### src/core/bcf_pkg.sv
package bcf_pkg;
  ////////////////////////////////////////////////////////////////////////////
  // clock and derived rates
  localparam int CLK_MHZ        = 25;
  localparam int MASTER_TICK_NS = 250;
  // longest master tick period rounds down: 6 cycles, 4.17 MHz master tick
  localparam int MTICK_DIV_I    = (MASTER_TICK_NS * CLK_MHZ) / 1000;
  localparam logic [2:0] MTICK_LAST = 3'(MTICK_DIV_I - 1);
  localparam int SUB_DIV_I      = 20;
  localparam logic [4:0] SUB_LAST   = 5'(SUB_DIV_I - 1);
  localparam int PERIOD_SUBS_I  = 5;
  localparam int FAST_SUBS_I    = 2;
  localparam logic [2:0] PERIOD_LAST = 3'(PERIOD_SUBS_I - 1);
  localparam logic [2:0] FAST_ENTRY  = 3'(PERIOD_SUBS_I - FAST_SUBS_I - 1);

  ////////////////////////////////////////////////////////////////////////////
  // protection timing, least times round up
  localparam int OC_MASK_NS     = 1000;
  localparam logic [4:0] OC_MASK_CYC = 5'((OC_MASK_NS * CLK_MHZ + 999) / 1000);
  localparam int DEAD_NS        = 200;
  localparam logic [2:0] DEAD_CYC = 3'((DEAD_NS * CLK_MHZ + 999) / 1000);

  ////////////////////////////////////////////////////////////////////////////
  // sizes and reset values
  localparam int NUM_BRIDGES    = 2;
  localparam int NUM_HALVES     = 4;
  localparam int NUM_FETS       = 8;
  localparam int NUM_ASYNC      = 22;
  localparam logic [21:0] ASYNC_RST = 22'h00_0000;

  typedef enum logic [1:0] {HB_OFF, HB_HIGH, HB_LOW} bcf_hb_t;
  typedef enum logic [1:0] {CH_IDLE, CH_CHARGE, CH_SLOW, CH_FAST} bcf_chop_t;
endpackage

### src/core/bcf_chop_if.sv
`timescale 1ns/1ps
interface bcf_chop_if;
  logic                                  sub_tick;
  logic [bcf_pkg::NUM_BRIDGES-1:0]       run;
  logic [bcf_pkg::NUM_BRIDGES-1:0]       hit;
  logic [bcf_pkg::NUM_BRIDGES-1:0]       switch_pt;
  bcf_pkg::bcf_chop_t                    phase [bcf_pkg::NUM_BRIDGES];

  modport ctrl (output run, output hit, input sub_tick, input switch_pt, input phase);
  modport chop (input run, input hit, output sub_tick, output switch_pt, output phase);
endinterface

### src/core/bcf_chopper.sv
`timescale 1ns/1ps
module bcf_chopper (
  input  wire logic clk,
  input  wire logic rst_n,
  bcf_chop_if.chop  cif
);
  logic [2:0] mdiv_q;
  logic       mtick_q;
  logic [4:0] sdiv_q;
  logic [2:0] per_q;
  logic       sub_tick_q;
  logic       period_start;
  logic       fast_start;

  //////////////////////////////////////////////////////////////////////////////
  // master tick from the system clock, sub-cycle tick from the master tick
  always_ff @(posedge clk) begin
    if (!rst_n) begin
      mdiv_q  <= 3'h0;
      mtick_q <= 1'b0;
    end else begin
      mtick_q <= (mdiv_q == bcf_pkg::MTICK_LAST); // see RULE19
      mdiv_q  <= (mdiv_q == bcf_pkg::MTICK_LAST) ? 3'h0 : mdiv_q + 3'h1;
    end
  end

  always_ff @(posedge clk) begin
    if (!rst_n) begin
      sdiv_q     <= 5'h00;
      sub_tick_q <= 1'b0;
    end else begin
      sub_tick_q <= mtick_q && (sdiv_q == bcf_pkg::SUB_LAST); // see RULE5
      if (mtick_q) begin
        sdiv_q <= (sdiv_q == bcf_pkg::SUB_LAST) ? 5'h00 : sdiv_q + 5'h01;
      end
    end
  end

  // five sub-cycles per period gives master/100
  always_ff @(posedge clk) begin
    if (!rst_n) begin
      per_q <= 3'h0;
    end else if (sub_tick_q) begin
      per_q <= (per_q == bcf_pkg::PERIOD_LAST) ? 3'h0 : per_q + 3'h1; // see RULE4
    end
  end

  assign cif.sub_tick = sub_tick_q;
  assign period_start = sub_tick_q && (per_q == bcf_pkg::PERIOD_LAST);
  // last two sub-cycles, 40% of the period, are fast decay whenever the bridge has left CH_IDLE
  assign fast_start   = sub_tick_q && (per_q == bcf_pkg::FAST_ENTRY); // see RULE3

  //////////////////////////////////////////////////////////////////////////////
  // per-bridge drive / decay sequencing
  for (genvar b = 0; b < bcf_pkg::NUM_BRIDGES; b++) begin : g_br
    bcf_pkg::bcf_chop_t st_q;
    logic               sw_q;

    always_ff @(posedge clk) begin
      if (!rst_n) begin
        st_q <= bcf_pkg::CH_IDLE;
        sw_q <= 1'b0;
      end else if (!cif.run[b]) begin
        st_q <= bcf_pkg::CH_IDLE;
        sw_q <= 1'b0;
      end else begin
        sw_q <= 1'b0;
        case (st_q)
          bcf_pkg::CH_IDLE: begin
            if (period_start) st_q <= bcf_pkg::CH_CHARGE;
          end
          bcf_pkg::CH_CHARGE: begin
            if (fast_start) begin
              st_q <= bcf_pkg::CH_FAST;
            end else if (cif.hit[b]) begin
              // peak reached: drive ends here, decay switch point marked
              st_q <= bcf_pkg::CH_SLOW; // see RULE2
              sw_q <= 1'b1; // see RULE6
            end
          end
          bcf_pkg::CH_SLOW: begin
            if (fast_start) st_q <= bcf_pkg::CH_FAST; // see RULE4
          end
          bcf_pkg::CH_FAST: begin
            if (period_start) st_q <= bcf_pkg::CH_CHARGE;
          end
          default: st_q <= bcf_pkg::CH_IDLE;
        endcase
      end
    end

    assign cif.phase[b]     = st_q;
    assign cif.switch_pt[b] = sw_q;
  end
endmodule

### src/core/bcf_half_bridge.sv
`timescale 1ns/1ps
module bcf_half_bridge (
  input  wire logic             clk,
  input  wire logic             rst_n,
  input  bcf_pkg::bcf_hb_t      want,
  output logic                  hi_on,
  output logic                  lo_on
);
  bcf_pkg::bcf_hb_t cur_q;
  logic [2:0]       dead_q;

  // any change between upper and lower passes through both-off first
  always_ff @(posedge clk) begin
    if (!rst_n) begin
      cur_q  <= bcf_pkg::HB_OFF;
      dead_q <= 3'h0;
    end else if (want != cur_q) begin
      if (cur_q != bcf_pkg::HB_OFF) begin
        cur_q  <= bcf_pkg::HB_OFF;
        dead_q <= bcf_pkg::DEAD_CYC; // see RULE22
      end else if (dead_q == 3'h0) begin
        cur_q <= want;
      end else begin
        dead_q <= dead_q - 3'h1;
      end
    end else if (dead_q != 3'h0) begin
      dead_q <= dead_q - 3'h1;
    end
  end

  always_ff @(posedge clk) begin
    if (!rst_n) begin
      hi_on <= 1'b0;
      lo_on <= 1'b0;
    end else begin
      hi_on <= (cur_q == bcf_pkg::HB_HIGH) && (want == bcf_pkg::HB_HIGH);
      lo_on <= (cur_q == bcf_pkg::HB_LOW) && (want == bcf_pkg::HB_LOW);
    end
  end
endmodule

### src/core/bcf_bridge_ctrl.sv
// How it works
// RULE1: chop mode select high runs each bridge in constant-current chopping.
// RULE2: sensed current reaching setpoint ends drive and starts decay.
// RULE3: fast decay is fixed at 40% of every period, not configurable.
// RULE4: a period is five sub-cycles; the last two are fast decay.
// RULE5: sub-cycle tick is master tick / 20, period rate master tick / 100.
// RULE6: decay switch point is marked where the current limit is hit.
// RULE7: thermal fault latches outputs off; cleared by sleep high-low-high or undervoltage.
// RULE8: sleep high-low-high before temperature recovery leaves the thermal fault latched.
// RULE9: thermal detection is ignored while sleep input is low.
// RULE10: eight transistors monitored separately; any over-current turns all off.
// RULE11: over-current must persist past a one microsecond mask to trip.
// RULE12: over-current fault stays latched; sleep high-low-high or undervoltage clears it.
// RULE13: over-current detection is ignored while sleep input is low.
// RULE14: fault flag pulls low on thermal or over-current fault, else floats.
// RULE15: supply-low flag pulls low during undervoltage lockout, else floats.
// RULE16: undervoltage turns outputs off; operation resumes when the indication clears.
// RULE17: with supply collapsed further, supply-low flag floats again.
// RULE18: host keeps direct PWM and direction rates within the input maximum.
// RULE19: chopping period rate sits inside the operating span, near typical.
// RULE20: sleep low means standby with all outputs off regardless of inputs.
// RULE21: direction low/high with PWM high drives out2 to out1; PWM low brakes.
// RULE22: dead time is inserted whenever a half-bridge changes upper/lower state.
// RULE23: detector inputs are synchronised single bits sampled on the clock.
// RULE24: latches clear on sleep rising edge only after a low seen since set.
`timescale 1ns/1ps
module bcf_bridge_ctrl (
  input  wire logic       CLK,
  input  wire logic       RST_N,
  input  wire logic       SLEEP_N,
  input  wire logic       CHOP_MODE,
  input  wire logic [1:0] DIR_CTRL_A,
  input  wire logic [1:0] DIR_CTRL_B,
  input  wire logic [1:0] PWM,
  input  wire logic [1:0] CURRENT_LIMIT_HIT,
  input  wire logic       THERMAL_SHUTDOWN,
  input  wire logic       THERMAL_RECOVERED,
  input  wire logic [7:0] OVERCURRENT_SENSE,
  input  wire logic       UNDERVOLTAGE_LOCKOUT,
  input  wire logic       SUPPLY_COLLAPSED,
  output logic [3:0]      HI_ON,
  output logic [3:0]      LO_ON,
  output logic            CHOP_SUBCYCLE_TICK,
  output logic [1:0]      DECAY_SWITCH_POINT,
  output logic            FAULT_FLAG_N_O,
  output logic            FAULT_FLAG_N_OE,
  output logic            SUPPLY_LOW_FLAG_N_O,
  output logic            SUPPLY_LOW_FLAG_N_OE
);
  logic [bcf_pkg::NUM_ASYNC-1:0] async_in;
  logic [bcf_pkg::NUM_ASYNC-1:0] filt_q;
  logic       sleep;
  logic       cc_mode;
  logic [1:0] dir_a;
  logic [1:0] dir_b;
  logic [1:0] pwm;
  logic [1:0] limit_hit;
  logic       hot_in;
  logic       recovered;
  logic [7:0] oc_in;
  logic       uv;
  logic       collapsed;
  logic       sleep_prev_q;
  logic       sleep_rise;
  logic       hot_q;
  logic       hot_low_seen_q;
  logic       ocd_q;
  logic       ocd_low_seen_q;
  logic [7:0] oc_trip;
  logic       enable;
  logic       fault_o_q;
  logic       supply_o_q;
  bcf_pkg::bcf_hb_t want [bcf_pkg::NUM_HALVES];

  bcf_chop_if cif ();

  //////////////////////////////////////////////////////////////////////////////
  // three-stage synchronisers; a change is taken once stages two and three agree
  assign async_in = {SLEEP_N, CHOP_MODE, DIR_CTRL_A, DIR_CTRL_B, PWM, CURRENT_LIMIT_HIT,
                     THERMAL_SHUTDOWN, THERMAL_RECOVERED, OVERCURRENT_SENSE,
                     UNDERVOLTAGE_LOCKOUT, SUPPLY_COLLAPSED};

  for (genvar i = 0; i < bcf_pkg::NUM_ASYNC; i++) begin : g_sync
    logic s1_q;
    logic s2_q;
    logic s3_q;
    always_ff @(posedge CLK) begin
      if (!RST_N) begin
        s1_q      <= bcf_pkg::ASYNC_RST[i];
        s2_q      <= bcf_pkg::ASYNC_RST[i];
        s3_q      <= bcf_pkg::ASYNC_RST[i];
        filt_q[i] <= bcf_pkg::ASYNC_RST[i];
      end else begin
        s1_q <= async_in[i];
        s2_q <= s1_q;
        s3_q <= s2_q;
        if (s2_q == s3_q) filt_q[i] <= s3_q; // see RULE23
      end
    end
  end

  assign {sleep, cc_mode, dir_a, dir_b, pwm, limit_hit, hot_in, recovered,
          oc_in, uv, collapsed} = filt_q;

  //////////////////////////////////////////////////////////////////////////////
  // sleep edge and low-phase tracking
  always_ff @(posedge CLK) begin
    if (!RST_N) begin
      sleep_prev_q <= 1'b0;
    end else begin
      sleep_prev_q <= sleep;
    end
  end

  assign sleep_rise = sleep && !sleep_prev_q;

  //////////////////////////////////////////////////////////////////////////////
  // thermal latch; detection is gated by sleep so a set meets the sleep clear only
  // on the rising edge; set wins there and over the undervoltage clear
  always_ff @(posedge CLK) begin
    if (!RST_N) begin
      hot_q <= 1'b0;
    end else if (sleep && hot_in) begin
      hot_q <= 1'b1; // see RULE7 see RULE9
    end else if (uv) begin
      hot_q <= 1'b0; // see RULE7
    end else if (sleep_rise && hot_low_seen_q && recovered) begin
      hot_q <= 1'b0; // see RULE8 see RULE24
    end
  end

  always_ff @(posedge CLK) begin
    if (!RST_N) begin
      hot_low_seen_q <= 1'b0;
    end else if (!hot_q || sleep_rise) begin
      hot_low_seen_q <= 1'b0;
    end else if (!sleep) begin
      hot_low_seen_q <= 1'b1; // see RULE24
    end
  end

  //////////////////////////////////////////////////////////////////////////////
  // per-transistor over-current blanking; short glitches never trip
  for (genvar f = 0; f < bcf_pkg::NUM_FETS; f++) begin : g_oc
    logic [4:0] mask_q;
    always_ff @(posedge CLK) begin
      if (!RST_N) begin
        mask_q <= 5'h00;
      end else if (!sleep || !oc_in[f]) begin
        mask_q <= 5'h00; // see RULE13
      end else if (mask_q != bcf_pkg::OC_MASK_CYC) begin
        mask_q <= mask_q + 5'h01; // see RULE11
      end
    end
    assign oc_trip[f] = (mask_q == bcf_pkg::OC_MASK_CYC); // see RULE10
  end

  always_ff @(posedge CLK) begin
    if (!RST_N) begin
      ocd_q <= 1'b0;
    end else if (|oc_trip) begin
      ocd_q <= 1'b1; // see RULE10 see RULE12
    end else if (uv) begin
      ocd_q <= 1'b0; // see RULE12
    end else if (sleep_rise && ocd_low_seen_q) begin
      ocd_q <= 1'b0; // see RULE12 see RULE24
    end
  end

  always_ff @(posedge CLK) begin
    if (!RST_N) begin
      ocd_low_seen_q <= 1'b0;
    end else if (!ocd_q || sleep_rise) begin
      ocd_low_seen_q <= 1'b0;
    end else if (!sleep) begin
      ocd_low_seen_q <= 1'b1; // see RULE24
    end
  end

  //////////////////////////////////////////////////////////////////////////////
  // bridge enable and chopper hookup
  assign enable = sleep && !hot_q && !ocd_q && !uv; // see RULE16 see RULE20

  for (genvar b = 0; b < bcf_pkg::NUM_BRIDGES; b++) begin : g_run
    assign cif.run[b] = enable && cc_mode && pwm[b] && (dir_a[b] ^ dir_b[b]); // see RULE1
    assign cif.hit[b] = limit_hit[b];
  end

  bcf_chopper u_chopper (
    .clk   (CLK),
    .rst_n (RST_N),
    .cif   (cif.chop)
  );

  //////////////////////////////////////////////////////////////////////////////
  // drive decode: index 2b is output one, 2b+1 output two of bridge b
  always_comb begin
    for (int b = 0; b < bcf_pkg::NUM_BRIDGES; b++) begin
      want[2*b]   = bcf_pkg::HB_OFF;
      want[2*b+1] = bcf_pkg::HB_OFF;
      if (enable && (dir_a[b] || dir_b[b])) begin
        want[2*b]   = bcf_pkg::HB_LOW;
        want[2*b+1] = bcf_pkg::HB_LOW;
        if (pwm[b] && (dir_a[b] ^ dir_b[b])) begin
          if (!cc_mode || cif.phase[b] == bcf_pkg::CH_CHARGE) begin
            want[2*b]   = dir_a[b] ? bcf_pkg::HB_HIGH : bcf_pkg::HB_LOW; // see RULE21
            want[2*b+1] = dir_a[b] ? bcf_pkg::HB_LOW : bcf_pkg::HB_HIGH;
          end else if (cif.phase[b] == bcf_pkg::CH_FAST) begin
            // reversed drive pulls the current down fast
            want[2*b]   = dir_a[b] ? bcf_pkg::HB_LOW : bcf_pkg::HB_HIGH; // see RULE4
            want[2*b+1] = dir_a[b] ? bcf_pkg::HB_HIGH : bcf_pkg::HB_LOW;
          end else if (cif.phase[b] == bcf_pkg::CH_IDLE) begin
            // waiting for the first period boundary, hold outputs off
            want[2*b]   = bcf_pkg::HB_OFF;
            want[2*b+1] = bcf_pkg::HB_OFF;
          end
        end
      end
    end
  end

  for (genvar h = 0; h < bcf_pkg::NUM_HALVES; h++) begin : g_hb
    bcf_half_bridge u_hb (
      .clk   (CLK),
      .rst_n (RST_N),
      .want  (want[h]),
      .hi_on (HI_ON[h]),
      .lo_on (LO_ON[h])
    );
  end

  //////////////////////////////////////////////////////////////////////////////
  // status pulses and open-drain flags
  always_ff @(posedge CLK) begin
    if (!RST_N) begin
      CHOP_SUBCYCLE_TICK <= 1'b0;
      DECAY_SWITCH_POINT <= 2'h0;
    end else begin
      CHOP_SUBCYCLE_TICK <= cif.sub_tick;
      DECAY_SWITCH_POINT <= cif.switch_pt; // see RULE6
    end
  end

  // the pads only ever pull low; level is held by the external pull-up
  always_ff @(posedge CLK) begin
    if (!RST_N) begin
      fault_o_q       <= 1'b0;
      FAULT_FLAG_N_OE <= 1'b0;
    end else begin
      fault_o_q       <= 1'b0;
      FAULT_FLAG_N_OE <= hot_q || ocd_q; // see RULE14
    end
  end

  always_ff @(posedge CLK) begin
    if (!RST_N) begin
      supply_o_q           <= 1'b0;
      SUPPLY_LOW_FLAG_N_OE <= 1'b0;
    end else begin
      supply_o_q           <= 1'b0;
      // below the collapse level the pull-down itself loses supply
      SUPPLY_LOW_FLAG_N_OE <= uv && !collapsed; // see RULE15 see RULE17
    end
  end

  assign FAULT_FLAG_N_O      = fault_o_q;
  assign SUPPLY_LOW_FLAG_N_O = supply_o_q;
endmodule

### config.mk
export PLATFORM = sky130hd
export DESIGN_NAME = bcf_bridge_ctrl
export DESIGN_NICKNAME = d
export VERILOG_FILES = /design/src/core/bcf_pkg.sv /design/src/core/bcf_chop_if.sv /design/src/core/bcf_chopper.sv /design/src/core/bcf_half_bridge.sv /design/src/core/bcf_bridge_ctrl.sv
export SDC_FILE = /design/constraint.sdc
export NUM_CORES = 1
export LEC_CHECK = 0
export BUFFER_PORTS_ARGS = -buffer_cell sky130_fd_sc_hd__buf_2
export CAP_MARGIN = 20
export CORE_MARGIN = 1.5
export CORE_UTILIZATION = 55
export DETAILED_ROUTE_END_ITERATION = 12
export GPL_ROUTABILITY_DRIVEN = 1
export PLACE_DENSITY = 0.83
export REMOVE_ABC_BUFFERS = 1
export SLEW_MARGIN = 30
export SYNTH_ARGS = -nofsm -noshare
export SYNTH_HDL_FRONTEND = slang
export SYNTH_SLANG_ARGS = --single-unit
### constraint.sdc
create_clock -name CLK -period 2.6 [get_ports CLK]
set_clock_uncertainty 0.15 [all_clocks]
set_input_delay 0.13 -clock CLK [delete_from_list [all_inputs] [get_ports CLK]]
set_output_delay 0.13 -clock CLK [all_outputs]
set_load 0.01 [all_outputs]
==> results of run 1 <==
## cell usage in the layout (no fill, tap or decap), types with 3 or more instances in the layout
master,instances
dfxtp_1,185
nor3_1,12
a211oi_1,8
mux2i_1,4
ha_1,40
o21a_1,10
nor3b_1,4
buf_2,36
inv_6,4
mux2_2,4
inv_1,33
nor2b_1,10
nand3_1,22
a311oi_1,3
nand2_1,64
a2111oi_2,3
o21ai_0,33
a21oi_1,35
dlygate4sd3_1,22
xor2_1,28
clkbuf_16,17
nor4_1,3
nand4b_1,8
nor2_1,82
clkinvlp_4,5
and2_1,71
a22oi_1,3
xnor2_1,15
nand2b_1,12
nand4_1,4
## worst reg2reg max path: stages (launching register included)
cell and delay [ns]:
dfxtp_1 0.43, inv_1 0.13, ha_1 0.32, nand2_1 0.13, a21oi_1 0.07, a211oi_2 0.31, inv_2 0.07, a22o_1 0.29
o21a_1 0.20
## final cells by class
class	count	area, um2	area share [%]
Multi-Input combinational cell	499	3160	38.4
Inverter	34	128	1.55
Clock inverter	12	138	1.67
Clock buffer	20	457	5.54
Tap cell	172	215	2.61
Timing Repair Buffer	61	435	5.29
Sequential cell	185	3700	45.0
## where the power goes
part           total [W]  switching (W)  internal (W)  leakage (nW)
Sequential       0.00301      0.0000503       0.00296          1.50
Combinational   0.000697       0.000347      0.000350          1.46
Clock            0.00256        0.00109       0.00148         0.276
Total            0.00627        0.00148       0.00479          3.24
## registers in the layout (all words and copies together), names as in the netlist, 3 cells and up
signal / count
g_oc.mask_q: 40
g_sync.s1_q: 22
g_sync.s2_q: 22
g_sync.s3_q: 22
g_hb.u_hb.dead_q: 12
filt_q: 10
g_hb.u_hb.cur_q: 8
u_chopper.sdiv_q: 5
g_hb.u_hb.hi_on: 4
g_hb.u_hb.lo_on: 4
u_chopper.g_br.st_q: 4
u_chopper.mdiv_q: 3
u_chopper.per_q: 3
## through the flow
step	util (%)	std cells	worst slack (ns)	total power, W
floorplan	-	718	0.584	0.00362
global placement	58.8	929	0.470	0.00373
detailed placement	58.8	929	0.429	0.00375
CTS	65.3	983	0.395	0.00633
global route	65.3	983	0.242	0.00654
finish	65.3	983	0.394	0.00627
## what timing repair did
item / CTS / global route
hold buffers: 22 / 0
setup buffers: 0 / 0
endpoints found under the hold margin: 22 / 0
## cell families (layout without fill, tap and decap cells)
logic type,after synthesis,after routing,share of synthesized area (%)
buffers and inverters,62,127,3.81
flip-flops,185,185,51.9
multiplexers,8,8,1.19
AO/OA/AOI/OAI,109,109,9.98
AND/OR/NAND/NOR,297,297,20.8
other,1,2,0.0526
XOR/XNOR,43,43,5.28
adder cells (fa/ha/maj),40,40,7.02
## metal layers
layer | vias up | GRT usage, % | wire [um]
met3 | 14 | 4.33 | 279
met5 | - | 0 | 0
met1 | 2226 | 22.8 | 5580
met4 | 0 | 7.95 | 189
li1 | 2559 | - | -
met2 | 50 | 29.5 | 5430
## how the worst min path moves through the flow
stage,startpoint,to,slack (ns)
after CTS,RST_N,g_hb[2].u_hb.dead_q[0],0.12
after global placement,DIR_CTRL_A[1],g_sync[19].s1_q,0.18
after floorplan,RST_N,g_hb[0].u_hb.dead_q[0],0.1
after global routing,RST_N,sleep_prev_q,0.14
final,RST_N,g_hb[2].u_hb.dead_q[2],0.12
after detailed placement,CHOP_MODE,g_sync[20].s1_q,0.19
==> metrics, run 1 <==
status finished, final reports clean; Initial Util 56.5%; WS Path Type reg2reg; clock-pin slew on the worst setup and hold paths 0.06 ns; CP Buf/Inv Count 2; CP Cell Sequence inv_1, ha_1, nand2_1, a21oi_1, a211oi_2, inv_2, a22o_1, o21a_1; Die W 117 um; Pleak 3.24 nW; H-Tree Depth 4; first-pass GRT wire length 19400 um; post-synthesis sequential area ratio 51.9%; #FFs+latches synth 185; CTS sink count 185; routed len/inst 11.7 um; final net count 862; Most used DFF post-synth dfxtp_1; clk_lat worst skew 0.43 ns; GP Congestion 0.805; fin crit share 84.8%; PwrDens 761 nW/um2; All-Layer GR Usage 18.0%; count leader, synth dfxtp_1; Num CTS Buffers 17; Post-DP Area 7420 um2; Slowest-stage cell, CP dfxtp_1; largest net degree at the start of global routing 45; worst reg-to-reg setup slack 0.39 ns; vias per inst 4.93; Worst VDD drop 0.000572 V; row count 41; fmax 0.453 GHz; HPWL after detailed placement 7460 um; Hold Path Depth 3; Tmin final 2.21 ns; synthesized instance count 745; R2R depth 8; CP delay by family, top compound AO/OA/AOI/OAI gates; crit path DAT 2.38 ns; worst hold path class in2reg; IO Pins 39; synthesized cell area 7130 um2; CP Capture Type flop; Antenna diodes 0; initial antenna violation count 0; CTS resizes 0; ANT nets after route 0; ratio of cells with drive above 1 in the final layout 9.99%; drt drc 0; reg2reg end g_hb[1].u_hb.dead_q[0]; Die ar. 13700 um2; Critical path origin dir_a[0]; max-slew violation count 0; vias in the first global route 4471; number of synthesized flops with an enable pin 0; RSZ-0062 raised after global routing false; design area 8240 um2; Fin. Hold Viols 0; Area Overhead vs Synth 15.5%; worst-path maximum fanout 7; largest cells by area after synthesis dfxtp_1 (52%), ha_1 (7.0%), and2_1 (6.2%); core footprint 12600 um2; mean post-synth cell area 9.57 um2; Yosys warning total 0; fillcell total 1034; ys async rst share 0%; Initial DRC Count 238; final wirelength 11500 um; Die Y 117 um; Clock Path Buffers 2; Distinct cells, synth 44; number of setup violations in the final report 0; Hold WS 0.120 ns; Post-synth top cells dfxtp_1 (185), nor2_1 (82), and2_1 (71), nand2_1 (64), ha_1 (40); Worst slew margin 63.4%; CTS root buf clkbuf_16; Worst setup endpoint g_hb[1].u_hb.dead_q[0]; port bufs 36; via count 4849; Slew @ Worst Pin 0.549 ns; worst reg2reg startpoint dir_a[0]; Remaining Overflow, GRT 0; largest area contributor in the netlist dfxtp_1; max_cap viols 0; DRT Pass-1 Iters 4; area share of the largest cell type after synthesis 51.9%; instance count on the critical path 8; WP data required 2.77 ns; TNS Setup 0 ns; Worst path max stage delay 0.43 ns; CP startpoint kind flop; CTS tree yes
(Power assumes the default switching activity.)
==> run 2: changes to the inputs <==
==> constraint.sdc (replaced) <==
create_clock -name CLK -period 2.3 [get_ports CLK]
set_clock_uncertainty 0.15 [all_clocks]
set_input_delay 0.115 -clock CLK [delete_from_list [all_inputs] [get_ports CLK]]
set_output_delay 0.115 -clock CLK [all_outputs]
set_load 0.01 [all_outputs]
==> run 2 against run 1 <==
  * Maximum frequency is 4.6% higher
  * Global-route usage grew 0.10 points
  * Final cell count increased by 0.41%
  * Cell area increased by 0.99%
  * Non-clock buffer count up 4
  * Combinational power rose by 15%
  * Power up 18%
  * Clock-buffer cell count grew 1
  * Sequential power increased by 13%
  * Via count increased by 1.1%
  * Sequential share of layout area decreased by 0.42 points
  * Critical path depth stayed put
  * Critical endpoint unchanged
  * Largest cell class unchanged
  * Largest power group unchanged
==> metrics, run 2 (same netlist as run 1, synthesis figures left out) <==
CP startpoint kind flop; worst-path maximum fanout 5; Fin. Hold Viols 0; DRT Pass-1 Iters 4; initial antenna violation count 0; Clock power frac 42.9%; max-slew violation count 0; Slowest-stage cell, CP dfxtp_1; routed len/inst 11.6 um; Antenna diodes 0; most frequent cells in the layout dfxtp_1 (184), nor2_1 (82), and2_1 (71), nand2_1 (64), ha_1 (40); Die W 117 um; RSZ-0062 raised after global routing false; clock-pin slew on the worst setup and hold paths 0.06 ns; worst hold path class in2reg; IO Pins 39; Initial Util 56.5%; fmax 0.474 GHz; sw power 0.00165 W; port bufs 36; H-Tree Depth 4; Area Overhead vs Synth 16.6%; Die ar. 13700 um2; Comb pwr share 10.9%; PwrDens 887 nW/um2; WS Path Type reg2reg; fin crit share 91.7%; Final WS setup 0.191 ns; number of setup violations in the final report 0; All-Layer GR Usage 18.1%; Die Y 117 um; crit path DAT 2.28 ns; final wirelength 11500 um; final net count 866; TNS Setup 0 ns; clk_lat worst skew 0.43 ns; Final Non-Filler Cells 987; Clock Path Buffers 2; CTS sink count 185; largest net degree at the start of global routing 59; Remaining Overflow, GRT 0; Worst slew margin 65.9%; GP Congestion 0.797; CTS root buf clkbuf_16; Biggest register g_oc.mask_q; max_cap viols 0; placed insts 931; Num CTS Buffers 17; vias in the first global route 4576; vias per inst 4.96; Tmin final 2.11 ns; part of the power in registers 46.2%; CTS tree yes; CP Capture Type flop; Worst VDD drop 0.000561 V; via count 4900; row count 41; Power Total 0.00738 W; sw frac 22.3%; ratio of cells with drive above 1 in the final layout 10.4%; drt drc 0; ANT nets after route 0; P_int 0.00573 W; max reg flops 40; core footprint 12600 um2; pre-CTS setup slack 0.128 ns; Initial DRC Count 199; WP data required 2.47 ns; commonest non-fill, non-tap cell in the layout dfxtp_1; first-pass GRT wire length 19600 um; Pleak 3.29 nW; Hold WS 0.0447 ns; Worst path max stage delay 0.37 ns; HPWL after detailed placement 7500 um; status finished, final reports clean; Slew @ Worst Pin 0.512 ns; CP Cell Sequence inv_1, ha_1, nor2b_1, nand3_1, a211oi_2, inv_2, a22o_1, o21a_1
-- run 2: cell count changes in the layout (fill, tap and decap cells not counted) --
cell	change
nor2b_1	-1
inv_6	-3
buf_12	-1
clkinv_2	+1
buf_4	+4
dlygate4sd3_1	+1
nor2b_2	+1
dfxtp_2	+1
clkinvlp_4	-2
clkbuf_1	+1
bufinv_16	+3
dfxtp_1	-1
-- run 2: final cells by class --
| type | count | area (um2) |
|---|---|---|
| clock buffer | 21 | 460 |
| clock inverter | 11 | 191 |
| fill | 999 | 4300 |
| inverter | 34 | 128 |
| multi-input combinational | 499 | 3160 |
| sequential | 185 | 3700 |
| tap | 172 | 215 |
| timing repair buffer | 65 | 455 |
-- run 2: power by group through the flow --
stage                     logic [W]  clock network [W]  registers (W)
final                      0.000804            0.00317        0.00341
after global routing       0.000908            0.00334        0.00342
after global placement     0.000739                  0        0.00347
after floorplan            0.000626                  0        0.00346
after detailed placement   0.000769                  0        0.00348
after CTS                  0.000817            0.00322        0.00341
-- run 2: repair_timing --
action / in CTS / in global routing
setup endpoints to repair: 0 / 9
resized for setup: 0 / 2
buffers inserted: 0 / 1
hold buffers: 23 / 0
hold endpoints to repair: 22 / 0
-- run 2: worst paths after layout --
kind / startpoint / to / slack, ns / depth (start not counted)
setup reg to reg: u_chopper.g_br[0].st_q[1] / g_hb[1].u_hb.dead_q[0] / 0.19 / 8
setup / recovery: u_chopper.g_br[0].st_q[1] / g_hb[1].u_hb.dead_q[0] / 0.19 / 8
hold / removal: RST_N / filt_q[9] / 0.04 / 3
hold reg to reg: g_sync[17].s1_q / g_sync[17].s2_q / 0.28 / 1
-- run 2: worst max-delay path, delay by kind of cell (launching register included) --
kind | cells | cell delay [ns]
compound gates | 3 | 0.80
flops | 1 | 0.37
simple gates | 2 | 0.30
fa+ha+maj | 1 | 0.23
buf+inv | 2 | 0.14
-- run 2: metal layers --
| metal | vias up | wire length [um] | track usage, % |
|---|---|---|---|
| met5 | - | 0 | 0 |
| met4 | 0 | 193 | 8.11 |
| met3 | 17 | 309 | 4.74 |
| met2 | 51 | 5350 | 30.0 |
| met1 | 2257 | 5630 | 22.4 |
| li1 | 2575 | - | - |
-- run 2: stage by stage --
step                      cell area [um2]  utilization (%)
final                                8320             65.9
after global routing                 8320             65.9
after CTS                            8310             65.8
after detailed placement             7430             58.8
after global placement               7430             58.8
after floorplan                      6990                -
==> run 3: changes to the inputs <==
--- a/config.mk
+++ b/config.mk
@@ -11,6 +11,7 @@
 export CORE_UTILIZATION = 55
 export DETAILED_ROUTE_END_ITERATION = 12
 export GPL_ROUTABILITY_DRIVEN = 1
+export GPL_TIMING_DRIVEN = 0
 export PLACE_DENSITY = 0.83
 export REMOVE_ABC_BUFFERS = 1
 export SLEW_MARGIN = 30
==> run 3 against run 2 <==
  * Cell area is 1.3% lower
  * First-iteration DRC count is 26% higher
  * Non-clock buffer count is 5 lower
  * Combinational power is 0.6% lower
  * Final cell count is 0.71% lower
  * Die area stayed put
  * Power is 6.2% lower
  * Critical path type unchanged
==> metrics, run 3 (same netlist as run 1, synthesis figures left out) <==
CTS tree yes; row count 41; Fin. Hold Viols 0; core footprint 12600 um2; DRT Pass-1 Iters 4; status finished, final reports clean; fmax 0.467 GHz; PwrDens 843 nW/um2; number of setup violations in the final report 0; initial antenna violation count 0; R2R depth 8; most frequent cells in the layout dfxtp_1 (184), nor2_1 (82), and2_1 (71), nand2_1 (64), ha_1 (40); Clock Path Buffers 2; worst reg-to-reg setup slack 0.16 ns; IO Pins 39; Antenna diodes 0; vias per inst 5.03; Tmin final 2.14 ns; Num CTS Buffers 17; Worst Hold Path EP g_hb[2].u_hb.dead_q[2]; Die Y 117 um; final wirelength 11900 um; CTS root buf clkbuf_16; port bufs 36; crit path DAT 2.31 ns; area of the multi-input gates 3170 um2; H-Tree Depth 4; Remaining Overflow, GRT 0; Pleak 3.23 nW; pre-CTS setup slack 0.0486 ns; routed len/inst 12.1 um; Hold Startpoint RST_N; Initial DRC Count 251; GP Congestion 0.775; ratio of cells with drive above 1 in the final layout 10.1%; Post-DP Area 7420 um2; Final Non-Filler Cells 980; max_cap viols 0; clk_lat worst skew 0.43 ns; RSZ-0062 raised after global routing false; Hold Path Depth 2; worst hold path class in2reg; worst reg2reg startpoint u_chopper.g_br[1].st_q[1]; placed insts 927; fin crit share 93.1%; Initial Util 56.5%; max-slew violation count 0; Power Total 0.00692 W; via count 4933; commonest non-fill, non-tap cell in the layout dfxtp_1; Worst VDD drop 0.000496 V; All-Layer GR Usage 18.9%; CTS sink count 185; max reg flops 40; design area 8210 um2; vias in the first global route 4624; reg2reg end g_hb[3].u_hb.dead_q[1]; Area Overhead vs Synth 15.1%; Final WS setup 0.159 ns; Worst slew margin 54.4%; clock-pin slew on the worst setup and hold paths 0.06 ns; largest net degree at the start of global routing 87; Slew @ Worst Pin 0.684 ns; CP Capture Type flop; first-pass GRT wire length 20200 um; ANT nets after route 0; drt drc 0; CP startpoint kind flop; HPWL after detailed placement 7330 um; WP data required 2.47 ns; fillcell total 1023; Storage cell area 3700 um2; Hold WS 0.109 ns; Die ar. 13700 um2; Biggest register g_oc.mask_q; final net count 861; Critical path origin u_chopper.g_br[1].st_q[1]; Die W 117 um; WS Path Type reg2reg; worst-path maximum fanout 5
-- run 3: cell count changes in the layout (fill, tap and decap cells not counted) --
| cell | change |
|---|---|
| nor2b_1 | -1 |
| buf_2 | -1 |
| nor2b_2 | +1 |
| inv_2 | +1 |
| dlygate4sd3_1 | -1 |
| bufinv_16 | -4 |
| clkinvlp_4 | +1 |
| clkinv_2 | -1 |
| buf_16 | +1 |
| or4b_1 | -1 |
| or4b_4 | +1 |
| inv_6 | +2 |
| inv_1 | -1 |
| buf_4 | -4 |
-- run 3: worst max path at each step --
stage / slack [ns] / end
2_1_floorplan: 0.28 / g_hb[1].u_hb.dead_q[0]
3_3_place_gp: -1.21 / g_hb[1].u_hb.hi_on
3_5_place_dp: 0.05 / g_hb[0].u_hb.hi_on
4_1_cts: 0.02 / g_hb[1].u_hb.dead_q[0]
5_1_grt: 0.02 / g_hb[3].u_hb.dead_q[1]
6_report: 0.16 / g_hb[3].u_hb.dead_q[1]
-- run 3: power breakdown --
part	switching, W	internal [W]
Sequential	0.0000605	0.00335
Combinational	0.000403	0.000395
Clock	0.00117	0.00154
-- run 3: worst max-delay path: stages (launching register included) --
cell and delay (ns):
dfxtp_1 0.38, inv_1 0.08, ha_1 0.24, nor2b_2 0.23, mux2i_1 0.32, nand2_1 0.13, a21oi_1 0.19, nor2_1 0.10
a2111oi_2 0.20
-- run 3: layout make-up --
cell class / instances / share of cell area, %
Sequential cell: 185 / 45.1
Inverter: 34 / 1.55
Multi-Input combinational cell: 499 / 38.6
Clock inverter: 9 / 1.11
Tap cell: 172 / 2.62
Clock buffer: 21 / 5.61
Timing Repair Buffer: 60 / 5.34
-- run 3: timing repair --
action	CTS	global route
setup endpoints to repair	0	13
setup buffers	0	1
hold buffers	22	0
hold endpoints to repair	22	0
resized for setup	0	4
-- run 3: per-stage QoR --
step / utilization [%] / TNS [ns]
2_1_floorplan: - / 0
3_3_place_gp: 58.5 / -31.71
3_5_place_dp: 58.8 / 0
4_1_cts: 64.9 / 0
5_1_grt: 65.0 / 0
6_report: 65.0 / 0
-- run 3: layer usage --
layer	track usage [%]	routed length, um
met5	0	0
met4	7.63	167
met2	31.8	5850
met1	23.0	5550
met3	5.36	326
